### config.mk
export PLATFORM = sky130hd
export DESIGN_NAME = sptb_top
export DESIGN_NICKNAME = d
export VERILOG_FILES = /design/src/hw/sptb_pkg.sv /design/src/hw/sptb_checker.sv /design/src/hw/sptb_top.sv
export SDC_FILE = /design/constraint.sdc
export NUM_CORES = 1
export LEC_CHECK = 0
export BUFFER_PORTS_ARGS = -buffer_cell sky130_fd_sc_hd__buf_2
export CAP_MARGIN = 0
export CORE_MARGIN = 1
export CORE_UTILIZATION = 59
export CTS_CLUSTER_SIZE = 14
export DETAILED_ROUTE_END_ITERATION = 10
export PLACE_DENSITY = 0.91
export SLEW_MARGIN = 20
export SYNTH_ARGS = -nofsm -noshare
export SYNTH_HDL_FRONTEND = slang
export SYNTH_SLANG_ARGS = --single-unit
### constraint.sdc
create_clock -name clk_i -period 4.5 [get_ports clk_i]
set_clock_uncertainty 0.05 [all_clocks]
set_input_delay 0.675 -clock clk_i [delete_from_list [all_inputs] [get_ports clk_i]]
set_output_delay 0.675 -clock clk_i [all_outputs]
set_load 0.005 [all_outputs]
### src/hw/sptb_pkg.sv
package sptb_pkg;
    localparam logic [11:0] SPTB_CSR_OFF = 12'h044;
    localparam logic [11:0] SPTB_ERR_OFF = 12'h048;
    localparam logic [11:0] SPTB_FRM_OFF = 12'h04C;
    localparam logic [11:0] SPTB_RXLO_OFF = 12'h050;
    localparam logic [11:0] SPTB_RXHI_OFF = 12'h054;
    localparam logic [31:0] SPTB_CSR_RST = 32'h0000_0000;
    localparam int SPTB_GEN_PAT_LSB = 30;
    localparam int SPTB_CHK_PAT_LSB = 28;
    localparam int SPTB_CLR_CNT_BIT = 25;
    localparam int SPTB_GEN_EN_BIT = 24;
    localparam int SPTB_CHK_EN_BIT = 23;
    localparam int SPTB_NEAR_LOOP_BIT = 20;
    localparam int SPTB_OOB_BYP_BIT = 19;
    localparam int SPTB_TAP_DIS_BIT = 18;
    localparam int SPTB_SCR_BYP_BIT = 17;
    localparam int SPTB_K285_BIT = 16;
    localparam int SPTB_RX_ACT_BIT = 15;
    localparam int SPTB_RX_TXO_BIT = 14;
    localparam int SPTB_RX_ALB_BIT = 13;
    localparam int SPTB_RX_SCB_BIT = 12;
    localparam int SPTB_RX_RET_BIT = 11;
    localparam int SPTB_RX_PRM_BIT = 10;
    localparam int SPTB_RX_AFE_BIT = 9;
    localparam int SPTB_SEND_BIT = 7;
    localparam int SPTB_TXO_BIT = 6;
    localparam int SPTB_AFE_BIT = 1;
    localparam int SPTB_RET_BIT = 3;
    localparam logic [31:0] SPTB_WMASK = 32'hF19F_007E;
    localparam logic [15:0] SPTB_CNT_MAX = 16'hFFFF;
    localparam logic [1:0] SPTB_SYNC_NEED = 2'h3;
    localparam logic [1:0] SPTB_PAT_COUNT = 2'h3;
    localparam logic [31:0] SPTB_PAT0 = 32'h4A4A_4A4A;
    localparam logic [31:0] SPTB_PAT1 = 32'h7E7E_7E7E;
    localparam logic [31:0] SPTB_PAT2 = 32'hB5B5_B5B5;
    localparam logic [31:0] SPTB_K285_WORD = 32'hBCBC_BCBC;
endpackage : sptb_pkg

### src/hw/sptb_checker.sv
`timescale 1ns/1ps
module sptb_checker (
    input wire logic clk_i,
    input wire logic rst_i,
    input wire logic clear_i,
    input wire logic enable_i,
    input wire logic [1:0] pattern_i,
    input wire logic rx_valid_i,
    input wire logic [31:0] rx_data_i,
    output logic [15:0] err_cnt_o,
    output logic [15:0] frm_cnt_o,
    output logic synced_o
);
    import sptb_pkg::*;
    logic [15:0] expect_r;
    logic [1:0] good_r;
    logic [31:0] fixed_w;
    logic is_count_w;
    logic mismatch_w;

    assign is_count_w = (pattern_i == SPTB_PAT_COUNT);
    always_comb begin
        case (pattern_i)
            2'h0: fixed_w = SPTB_PAT0;
            2'h1: fixed_w = SPTB_PAT1;
            default: fixed_w = SPTB_PAT2;
        endcase
    end
    assign mismatch_w = is_count_w ? (rx_data_i[15:0] != expect_r)
                                   : (rx_data_i != fixed_w);

    // counting sync: three correct consecutive counts
    always_ff @(posedge clk_i) begin
        if (rst_i || clear_i || !enable_i || !is_count_w) begin
            good_r <= 2'h0;
            expect_r <= 16'h0000;
        end else if (rx_valid_i) begin
            expect_r <= rx_data_i[15:0] + 16'h0001;
            if (!synced_o) begin
                if (rx_data_i[15:0] == expect_r)
                    good_r <= good_r + 2'h1;
                else
                    good_r <= 2'h0;
            end
        end
    end

    always_ff @(posedge clk_i) begin
        if (rst_i || clear_i || !enable_i || !is_count_w)
            synced_o <= 1'b0;
        else if (rx_valid_i && !synced_o && good_r == 2'h2
                 && rx_data_i[15:0] == expect_r)
            synced_o <= 1'b1;
    end

    always_ff @(posedge clk_i) begin
        if (rst_i || clear_i)
            err_cnt_o <= 16'h0000;
        else if (enable_i && rx_valid_i && mismatch_w
                 && (synced_o || !is_count_w)
                 && err_cnt_o != SPTB_CNT_MAX)
            err_cnt_o <= err_cnt_o + 16'h0001;
    end

    // frame count only for counting pattern, bumps on FFFFh
    always_ff @(posedge clk_i) begin
        if (rst_i || clear_i)
            frm_cnt_o <= 16'h0000;
        else if (enable_i && rx_valid_i && is_count_w
                 && rx_data_i[15:0] == SPTB_CNT_MAX)
            frm_cnt_o <= frm_cnt_o + 16'h0001;
    end
endmodule : sptb_checker

### src/hw/sptb_top.sv
`timescale 1ns/1ps
// Functional notes
// 32-bit per-port test register lets software send BIST Activate FIS.
// received BIST Activate FIS and its options reported in same register.
// far end commanded to retimed, analog loopback, or transmit-only.
// four patterns, meant for far-end retimed loopback only.
// patterns 0-2 fixed repeating words; frame counter unused.
// error count saturates at FFFFh, never wraps.
// counting pattern; errors flagged after three consecutive good counts.
// no counting sync means error counter stays zero.
// received FFFFh in counting pattern advances frame counter.
// software distrusts counting results on very bad links.
// bit 20 selects near-end loopback, default zero.
// bit 19 bypasses out-of-band processing.
// bit 18 forces test access port disabled.
// bit 17 bypasses scramblers and stops CONT insertion.
// bit 16 sends unbroken K28.5 stream regardless of other settings.
// bit 15 set once FIS received and port is in self-test.
// bit 14 transmit-only request; port sends the two captured words.
// bit 13 align-bypass option, meaningful with bit 14.
// bit 12 scrambling-bypass option, meaningful with bit 14.
// software sets bits 6:1 first; writing bit 7 sends FIS.
// writing bit 25 clears error and frame counts.
// bits 31:30 generator pattern, bits 29:28 checker pattern.
// bit 24 enables generator, bit 23 enables checker.
// all control and received flags reset to zero.
module sptb_top (
    input wire logic clk_i,
    input wire logic rst_i,
    input wire logic wb_cyc_i,
    input wire logic wb_stb_i,
    input wire logic wb_we_i,
    input wire logic [11:0] wb_adr_i,
    input wire logic [3:0] wb_sel_i,
    input wire logic [31:0] wb_dat_i,
    output logic [31:0] wb_dat_o,
    output logic wb_ack_o,
    output logic wb_err_o,
    output logic fis_send_o,
    output logic [5:0] fis_opts_o,
    input wire logic fis_sent_i,
    input wire logic fis_rx_i,
    input wire logic [5:0] fis_rx_opts_i,
    input wire logic [31:0] fis_rx_lo_i,
    input wire logic [31:0] fis_rx_hi_i,
    input wire logic link_reset_i,
    output logic near_loop_o,
    output logic oob_bypass_o,
    output logic tap_disable_o,
    output logic scr_bypass_o,
    output logic cont_inhibit_o,
    output logic tx_valid_o,
    output logic [31:0] tx_data_o,
    input wire logic rx_valid_i,
    input wire logic [31:0] rx_data_i
);
    import sptb_pkg::*;
    logic [31:0] ctl_r;
    logic [6:0] rxst_r;
    logic [31:0] rx_lo_r;
    logic [31:0] rx_hi_r;
    logic [15:0] gen_cnt_r;
    logic tx_sel_r;
    logic clr_r;
    logic [15:0] err_cnt_w;
    logic [15:0] frm_cnt_w;
    logic req_w;
    logic wr_w;
    logic hit_w;
    logic [31:0] wmask_w;
    logic [31:0] csr_w;
    logic [31:0] gen_word_w;

    assign req_w = wb_cyc_i && wb_stb_i && !wb_ack_o && !wb_err_o;
    assign hit_w = (wb_adr_i == SPTB_CSR_OFF) || (wb_adr_i == SPTB_ERR_OFF)
                   || (wb_adr_i == SPTB_FRM_OFF)
                   || (wb_adr_i == SPTB_RXLO_OFF)
                   || (wb_adr_i == SPTB_RXHI_OFF);
    assign wr_w = req_w && wb_we_i && (wb_adr_i == SPTB_CSR_OFF);
    assign wmask_w = {{8{wb_sel_i[3]}}, {8{wb_sel_i[2]}},
                      {8{wb_sel_i[1]}}, {8{wb_sel_i[0]}}};

    // single-cycle ack, err for unmapped
    always_ff @(posedge clk_i) begin
        if (rst_i) begin
            wb_ack_o <= 1'b0;
            wb_err_o <= 1'b0;
        end else begin
            wb_ack_o <= req_w && hit_w;
            wb_err_o <= req_w && !hit_w;
        end
    end

    // control bits; bit 7 and 25 are self-clearing strobes
    always_ff @(posedge clk_i) begin
        if (rst_i) begin
            ctl_r <= SPTB_CSR_RST;
        end else if (wr_w) begin
            ctl_r <= (ctl_r & ~(wmask_w & SPTB_WMASK))
                     | (wb_dat_i & wmask_w & SPTB_WMASK);
        end
    end

    always_ff @(posedge clk_i) begin
        if (rst_i)
            clr_r <= 1'b0;
        else
            clr_r <= wr_w && wb_sel_i[3]
                     && wb_dat_i[SPTB_CLR_CNT_BIT];
    end

    // FIS send request held until link accepts
    always_ff @(posedge clk_i) begin
        if (rst_i)
            fis_send_o <= 1'b0;
        else if (wr_w && wb_sel_i[0] && wb_dat_i[SPTB_SEND_BIT])
            fis_send_o <= 1'b1;
        else if (fis_sent_i)
            fis_send_o <= 1'b0;
    end

    // options taken from register at send time
    always_ff @(posedge clk_i) begin
        if (rst_i)
            fis_opts_o <= 6'h00;
        else if (wr_w && wb_sel_i[0] && wb_dat_i[SPTB_SEND_BIT])
            fis_opts_o <= ctl_r[SPTB_TXO_BIT:SPTB_AFE_BIT];
    end

    // received FIS flags; set wins over link reset clear
    always_ff @(posedge clk_i) begin
        if (rst_i) begin
            rxst_r <= 7'h00;
            rx_lo_r <= 32'h0000_0000;
            rx_hi_r <= 32'h0000_0000;
        end else if (fis_rx_i) begin
            rxst_r <= {1'b1, fis_rx_opts_i};
            rx_lo_r <= fis_rx_lo_i;
            rx_hi_r <= fis_rx_hi_i;
        end else if (link_reset_i) begin
            rxst_r <= 7'h00;
        end
    end

    // rxst_r: 6 active,5 txo,4 align,3 scr,2 ret,1 prim,0 afe
    always_comb begin
        csr_w = ctl_r;
        csr_w[SPTB_RX_ACT_BIT] = rxst_r[6];
        csr_w[SPTB_RX_TXO_BIT] = rxst_r[5];
        csr_w[SPTB_RX_ALB_BIT] = rxst_r[4];
        csr_w[SPTB_RX_SCB_BIT] = rxst_r[3];
        csr_w[SPTB_RX_RET_BIT] = rxst_r[2];
        csr_w[SPTB_RX_PRM_BIT] = rxst_r[1];
        csr_w[SPTB_RX_AFE_BIT] = rxst_r[0];
        csr_w[SPTB_SEND_BIT] = fis_send_o;
    end

    always_ff @(posedge clk_i) begin
        if (rst_i)
            wb_dat_o <= 32'h0000_0000;
        else if (req_w && !wb_we_i) begin
            case (wb_adr_i)
                SPTB_CSR_OFF: wb_dat_o <= csr_w;
                SPTB_ERR_OFF: wb_dat_o <= {16'h0000, err_cnt_w};
                SPTB_FRM_OFF: wb_dat_o <= {16'h0000, frm_cnt_w};
                SPTB_RXLO_OFF: wb_dat_o <= rx_lo_r;
                SPTB_RXHI_OFF: wb_dat_o <= rx_hi_r;
                default: wb_dat_o <= 32'h0000_0000;
            endcase
        end
    end

    // near-end test controls
    always_ff @(posedge clk_i) begin
        if (rst_i) begin
            near_loop_o <= 1'b0;
            oob_bypass_o <= 1'b0;
            tap_disable_o <= 1'b0;
            scr_bypass_o <= 1'b0;
            cont_inhibit_o <= 1'b0;
        end else begin
            near_loop_o <= ctl_r[SPTB_NEAR_LOOP_BIT];
            oob_bypass_o <= ctl_r[SPTB_OOB_BYP_BIT];
            tap_disable_o <= ctl_r[SPTB_TAP_DIS_BIT];
            scr_bypass_o <= ctl_r[SPTB_SCR_BYP_BIT];
            cont_inhibit_o <= ctl_r[SPTB_SCR_BYP_BIT];
        end
    end

    // generator counting value
    always_ff @(posedge clk_i) begin
        if (rst_i || !ctl_r[SPTB_GEN_EN_BIT])
            gen_cnt_r <= 16'h0000;
        else
            gen_cnt_r <= gen_cnt_r + 16'h0001;
    end

    // transmit-only alternates between the two captured words
    always_ff @(posedge clk_i) begin
        if (rst_i || !rxst_r[5])
            tx_sel_r <= 1'b0;
        else
            tx_sel_r <= !tx_sel_r;
    end

    always_comb begin
        case (ctl_r[SPTB_GEN_PAT_LSB +: 2])
            2'h0: gen_word_w = SPTB_PAT0;
            2'h1: gen_word_w = SPTB_PAT1;
            2'h2: gen_word_w = SPTB_PAT2;
            default: gen_word_w = {16'h0000, gen_cnt_r};
        endcase
    end

    // transmit source, K28.5 highest priority
    always_ff @(posedge clk_i) begin
        if (rst_i) begin
            tx_valid_o <= 1'b0;
            tx_data_o <= 32'h0000_0000;
        end else if (ctl_r[SPTB_K285_BIT]) begin
            tx_valid_o <= 1'b1;
            tx_data_o <= SPTB_K285_WORD;
        end else if (rxst_r[6] && rxst_r[5]) begin
            tx_valid_o <= 1'b1;
            tx_data_o <= tx_sel_r ? rx_hi_r : rx_lo_r;
        end else if (ctl_r[SPTB_GEN_EN_BIT]) begin
            tx_valid_o <= 1'b1;
            tx_data_o <= gen_word_w;
        end else begin
            tx_valid_o <= 1'b0;
            tx_data_o <= 32'h0000_0000;
        end
    end

    sptb_checker u_chk (
        .clk_i(clk_i),
        .rst_i(rst_i),
        .clear_i(clr_r),
        .enable_i(ctl_r[SPTB_CHK_EN_BIT]),
        .pattern_i(ctl_r[SPTB_CHK_PAT_LSB +: 2]),
        .rx_valid_i(rx_valid_i),
        .rx_data_i(rx_data_i),
        .err_cnt_o(err_cnt_w),
        .frm_cnt_o(frm_cnt_w),
        .synced_o()
    );
endmodule : sptb_top

; Word-level counts from Yosys, hierarchy flattened
; Index checks and enable logic that the tools add are counted.
[word_totals]
regBits = 250
latch_bits = 0
mem_bits_rw = 0
romBits = 0
in_bits = 159
out_inout_bits = 79
elab_cells = 113
memories = 0
[classes]
addsub = 5
n_mul = 0
div_mod_pow = 0
n_lt_le_gt_ge = 0
eq_ne = 15
n_shift = 0
mux = 16
bitwise_logic = 5
reduce_logical = 48
[ops]
columns = cell, n
row1 = case mux 32 bit (5 select lines), 1
row2 = 2-to-1 mux 32 bit, 4
row3 = case mux 32 bit (3 select lines), 1
row4 = "adder 16 x 1 -> 16 bit, second input constant", 4
row5 = bitwise AND 32 bit, 2
row6 = case mux 32 bit (2 select lines), 1
row7 = "equality test 12 x 7 -> 1 bit, second input constant", 5
row8 = != test 32 bit, 1
row9 = inverter 32 bit, 1
row10 = OR 32 bit, 1
row11 = logical AND 1 bit, 22
row12 = equality test 16 bit, 1
row13 = "equality test 16 bit, second input constant", 1
row14 = != test 16 bit, 1
row15 = "!= test 16 bit, second input constant", 1
row16 = 2-to-1 mux 7 bit, 2
row17 = logical NOT 1 bit, 10
row18 = logical OR 1 bit, 10
row19 = "equality test 2 bit, second input constant", 3
row20 = 2-to-1 mux 1 bit, 6
row21 = "equality test 2 x 1 -> 1 bit, second input constant", 2
row22 = logical NOT 2 bit, 2
row23 = nonzero test 2 bit, 2
row24 = "adder 2 x 1 -> 2 bit, second input constant", 1
row25 = other kinds (4), 4

; Longest topological paths before layout
[depth]
ltp_word = 8
mapped_depth = 9
ltp_nobuf = 7

; By module
; A second synthesis with hierarchy kept.
[unflattened]
hier_cells = 1246
hier_area_um2 = 11229.5
[by_module_without_submodules]
columns = module, n_inst, cells_per_inst, area_per_inst_um2
row1 = sptb_top, 1, 884, 8229.1
row2 = sptb_checker, 1, 362, 3000.4

; Worst setup path before layout
; Ideal clock, no wire load.
[synth_timing]
path_kind = in2reg
start = in rx_data_i[27]
end = reg u_chk.err_cnt_o[1]
setup_ps = 69
t_arrival_ps = 2542
required_ps = 4381
path_slack_ps = 1840
stages = 8
path_buffers = 2
cell_sequence = or4b_1 or4_1 a221oi_2 a31o_4 buf_12 buf_12 o31ai_1 a21oi_2
[synth_via]
elab_chain_cells = 5
[synth_lines]
columns = element, line_no
row1 = start: declaration, sptb_top.sv:55  ; input wire logic [31:0] rx_data_i
row2 = != test 32 bit, sptb_checker.sv:30  ; : (rx_data_i != fixed_w);
row3 = 2-to-1 mux 1 bit, sptb_checker.sv:29  ; assign mismatch_w = is_count_w ? (rx_data_i[15:0] != expect_r)
row4 = logical AND 1 bit, sptb_checker.sv:59  ; else if (enable_i && rx_valid_i && mismatch_w
row5 = logical AND 1 bit, sptb_checker.sv:60  ; && (synced_o || !is_count_w)
row6 = logical AND 1 bit, sptb_checker.sv:61  ; && err_cnt_o != SPTB_CNT_MAX)
row7 = end signal: assignment, sptb_checker.sv:62  ; err_cnt_o <= err_cnt_o + 16'h0001;
row8 = end: declaration, sptb_checker.sv:10  ; output logic [15:0] err_cnt_o,
; No other way between the ends.
; A chain may end at the register's enable or synchronous reset.

; Final worst setup path
[layout_timing]
start = in wb_adr_i[4]
end = reg wb_dat_o[3]
[layout_via]
elab_chain_cells = 2
word_cells_on_any_way = 6
[layout_lines]
columns = element, line_no
row1 = start: declaration, sptb_top.sv:33  ; input wire logic [11:0] wb_adr_i,
row2 = equality test 12 x 7 -> 1 bit, sptb_top.sv:162  ; case (wb_adr_i)
row3 = case mux 32 bit (5 select lines) (*), sptb_top.sv:162
row4 = end signal: assignment, sptb_top.sv:163  ; SPTB_CSR_OFF: wb_dat_o <= csr_w;
row5 = end signal: assignment, sptb_top.sv:164  ; SPTB_ERR_OFF: wb_dat_o <= {16'h0000, err_cnt_w};
row6 = end signal: assignment, sptb_top.sv:165  ; SPTB_FRM_OFF: wb_dat_o <= {16'h0000, frm_cnt_w};
row7 = end: declaration, sptb_top.sv:36  ; output logic [31:0] wb_dat_o,
; Mark *: on every way between the ends. The rest lies on a longest branch, timed or not.

==> flow_summary.toml <==
[routing]
vias = 9948
routed_wl_um = 31600
firstDrtPassIters = 7
final_antenna_net_count = 0
vias_per_cell = 6.20
wire_per_inst_um = 19.7
first_iter_violations = 1100
drc = 0

[power]
p_sw_mw = 1.07
p_seq_frac = 0.465
p_per_area_nw_per_um2 = 367
p_clk_frac = 0.465
power.leakage_nw = 5.45
ir_worst_vdd_uv = 317
internal_power_mw = 3.61
p_sw_frac = 0.228
power.total_mw = 4.67
p_comb_frac = 0.070

[placement]
place_inst = 1559
pre_cts_slack_ns = 0.895
numPortBuffers = 223
place_congestion = 0.956
dp_hpwl_um = 21700

[grt]
grt_max_degree = 91
grt_pass1_wl_um = 47900
overflow = 0
grt_usage = 0.330
antenna_found_initial = 2
first_global_vias = 9305

[cts]
cts_tree = "yes"
cts_setup_buffers = 0
cts.sinks = 235
postCtsHoldBufs = 0
post_cts_resized = 0
clock_path_buffers = 3
cts_buffers = 25
clock_latency_ns = 0.53
cts_max_level = 1
root_buffer = "clkbuf_16"
cts.clk_slew.worst_paths_ns = 0.06

[logic_synthesis]
synth_area_per_cell_sq_um = 9.08
synth-seq-cells = 235
synthArstFlopShare = 0
yosys-top-cells-count = "dfxtp_1 (235), nor2_1 (208), mux2i_1 (100)"
yosysMostFrequentCell = "dfxtp_1"
synth_top_area_frac = 0.439
ys_types = 60
synth_ff_type = "dfxtp_1"
synth_enable_flop_cells = 0
synth_area_sq_um = 10700
yosysSeqAreaShare = 0.439
synth.area.top_cells = "dfxtp_1 (44%), mux2i_1 (9.3%), nor2_1 (7.3%)"
syn_nets = 1348
syn_inst = 1180
synth_area_leader_cell = "dfxtp_1"
yosys_warnings = 0

[setup_path]
r2r_setup_slack_ns = 1.77
required_ns = 4.87
cp-start-kind = "input port"
path_max_fanout = 20
critPathKind = "in -> reg"
reg2reg_to = "u_chk.err_cnt_o[3]$_SDFFE_PP0P_"
worstPathArrival_ns = 3.28
worstRegToRegCells = 6
end_kind = "flip-flop"

[final_layout]
stdcell_count = 1604
final_nets = 1529
post-route-util = 0.726
num-fill-cells = 1259
register_area_sq_um = 4700
drive_above_1_share = 0.244
area_delta_synth_final_pct = 18.8
multiInputGateArea_sq_um = 5630

[sta]
timing.final.ws_setup_ns = 1.59
fmax_ghz = 0.344
rsz0062_at_grt = "no"
setup_viol = 0
relSlewSlack = 0.264
tightestPinTransition_ns = 1.10
layout_min_cycle_time_ns = 2.91
period_share = 0.647
hold_viol_final = 0
drv_slew = 0
tns_ns = 0

[floorplan]
start_util = 0.611
placementRows = 48
core_area_sq_um = 17500
die_width_um = 137
ios = 238
dieArea_sq_um = 18700
die_h_um = 137

[worst_hold_path]
hold_start = "wb_dat_i[19]"
min_path_type = "in -> reg"
worstHoldPathCells = 3

[job]
cap_viol_max_count = 0

[run_status]
status = "completed"
-- state kept, by name (all words and copies together), names as in the netlist, 2 cells and up, named ones only --
register	count
fis_opts_o	6
gen_cnt_r	16
rx_hi_r	32
rx_lo_r	32
rxst_r	7
tx_data_o	32
u_chk.err_cnt_o	16
u_chk.expect_r	16
u_chk.frm_cnt_o	16
u_chk.good_r	2
wb_dat_o	32
-- routing by layer --
layer	global-route usage	vias to the layer above	wire, um	share of wire
li1	-	4586	-	-
met1	0.431	4664	12900	0.41
met2	0.531	585	14300	0.45
met3	0.0478	113	2970	0.094
met4	0.166	0	1420	0.045
met5	0	-	0	0
-- worst max-delay path, cell delays in order --
cell and delay (ns):
buf_2 0.44, nor2b_2 0.75, nor3b_2 0.61, buf_4 0.32, a222oi_1 0.16, a211oi_1 0.31
-- cells by family (layout without fill, tap and decap cells) --
logic type                 after synthesis  in the layout  synth area share
buffers and inverters                   92            288            0.0362
and+or+nand+nor                        436            436             0.197
AOI/OAI and AO/OA                      209            209             0.133
DFF                                    235            235             0.439
xor gates and xnor gates                54             54            0.0441
adders and majority gates                9              9            0.0105
muxes                                  145            145             0.141
other                                    0              3                 0
-- power groups by stage --
stage | Clock [mW] | Sequential (mW) | Combinational, mW
floorplan | 0 | 2.20 | 0.192
global placement | 0 | 2.21 | 0.308
detailed placement | 0 | 2.22 | 0.318
CTS | 2.18 | 2.17 | 0.321
global route | 2.26 | 2.18 | 0.352
finish | 2.17 | 2.17 | 0.326
-- placed cells by master (no fill, tap or decap), types with 8 or more instances in the layout --
cell type and count:
and3_1 15, a222oi_1 14, dfxtp_1 235, inv_1 13
a21oi_2 8, nand2_1 53, xor2_1 44, a22oi_1 13
o21ai_0 15, or3_1 8, buf_2 221, nor2b_1 11
ha_1 9, clkbuf_16 25, nand4_1 22, or4_1 13
a22o_1 12, xnor2_1 10, nor2_1 208, nand3_1 35
nor3_1 14, buf_4 12, mux2_2 45, and2_1 13
o31ai_1 12, nor4_1 11, a211oi_1 30, nor3b_1 8
mux2i_1 100, a21oi_1 75
-- stage by stage --
stage                     area, sq um  hold slack [ns]
after floorplan                 10700            0.380
after global placement          11900            0.404
after detailed placement        11900            0.416
after CTS                       12700            0.329
after global routing            12700            0.340
final                           12700            0.334
-- layout make-up --
cell class,count,share of cell area
clock inverter,12,0.0154
tap,225,0.0221
sequential,235,0.370
timing repair buffer,233,0.0940
inverter,13,0.00383
multi-input combinational,853,0.442
antenna,3,0.000590
clock buffer,30,0.0522
-- worst max-delay path by stage --
stage	slack, ns	cells past startpoint	to	startpoint
5_1_grt	1.55	6	wb_dat_o[3]$_SDFFE_PP0P_	wb_adr_i[4]
6_report	1.59	6	wb_dat_o[3]$_SDFFE_PP0P_	wb_adr_i[4]
3_5_place_dp	0.89	6	wb_dat_o[3]$_SDFFE_PP0P_	wb_adr_i[4]
4_1_cts	1.35	6	wb_dat_o[3]$_SDFFE_PP0P_	wb_adr_i[4]
2_1_floorplan	1.84	8	u_chk.err_cnt_o[1]$_SDFFE_PP0P_	rx_data_i[27]
3_3_place_gp	1.05	6	wb_dat_o[3]$_SDFFE_PP0P_	wb_adr_i[4]
No activity file was read; power rests on OpenSTA's default activity.
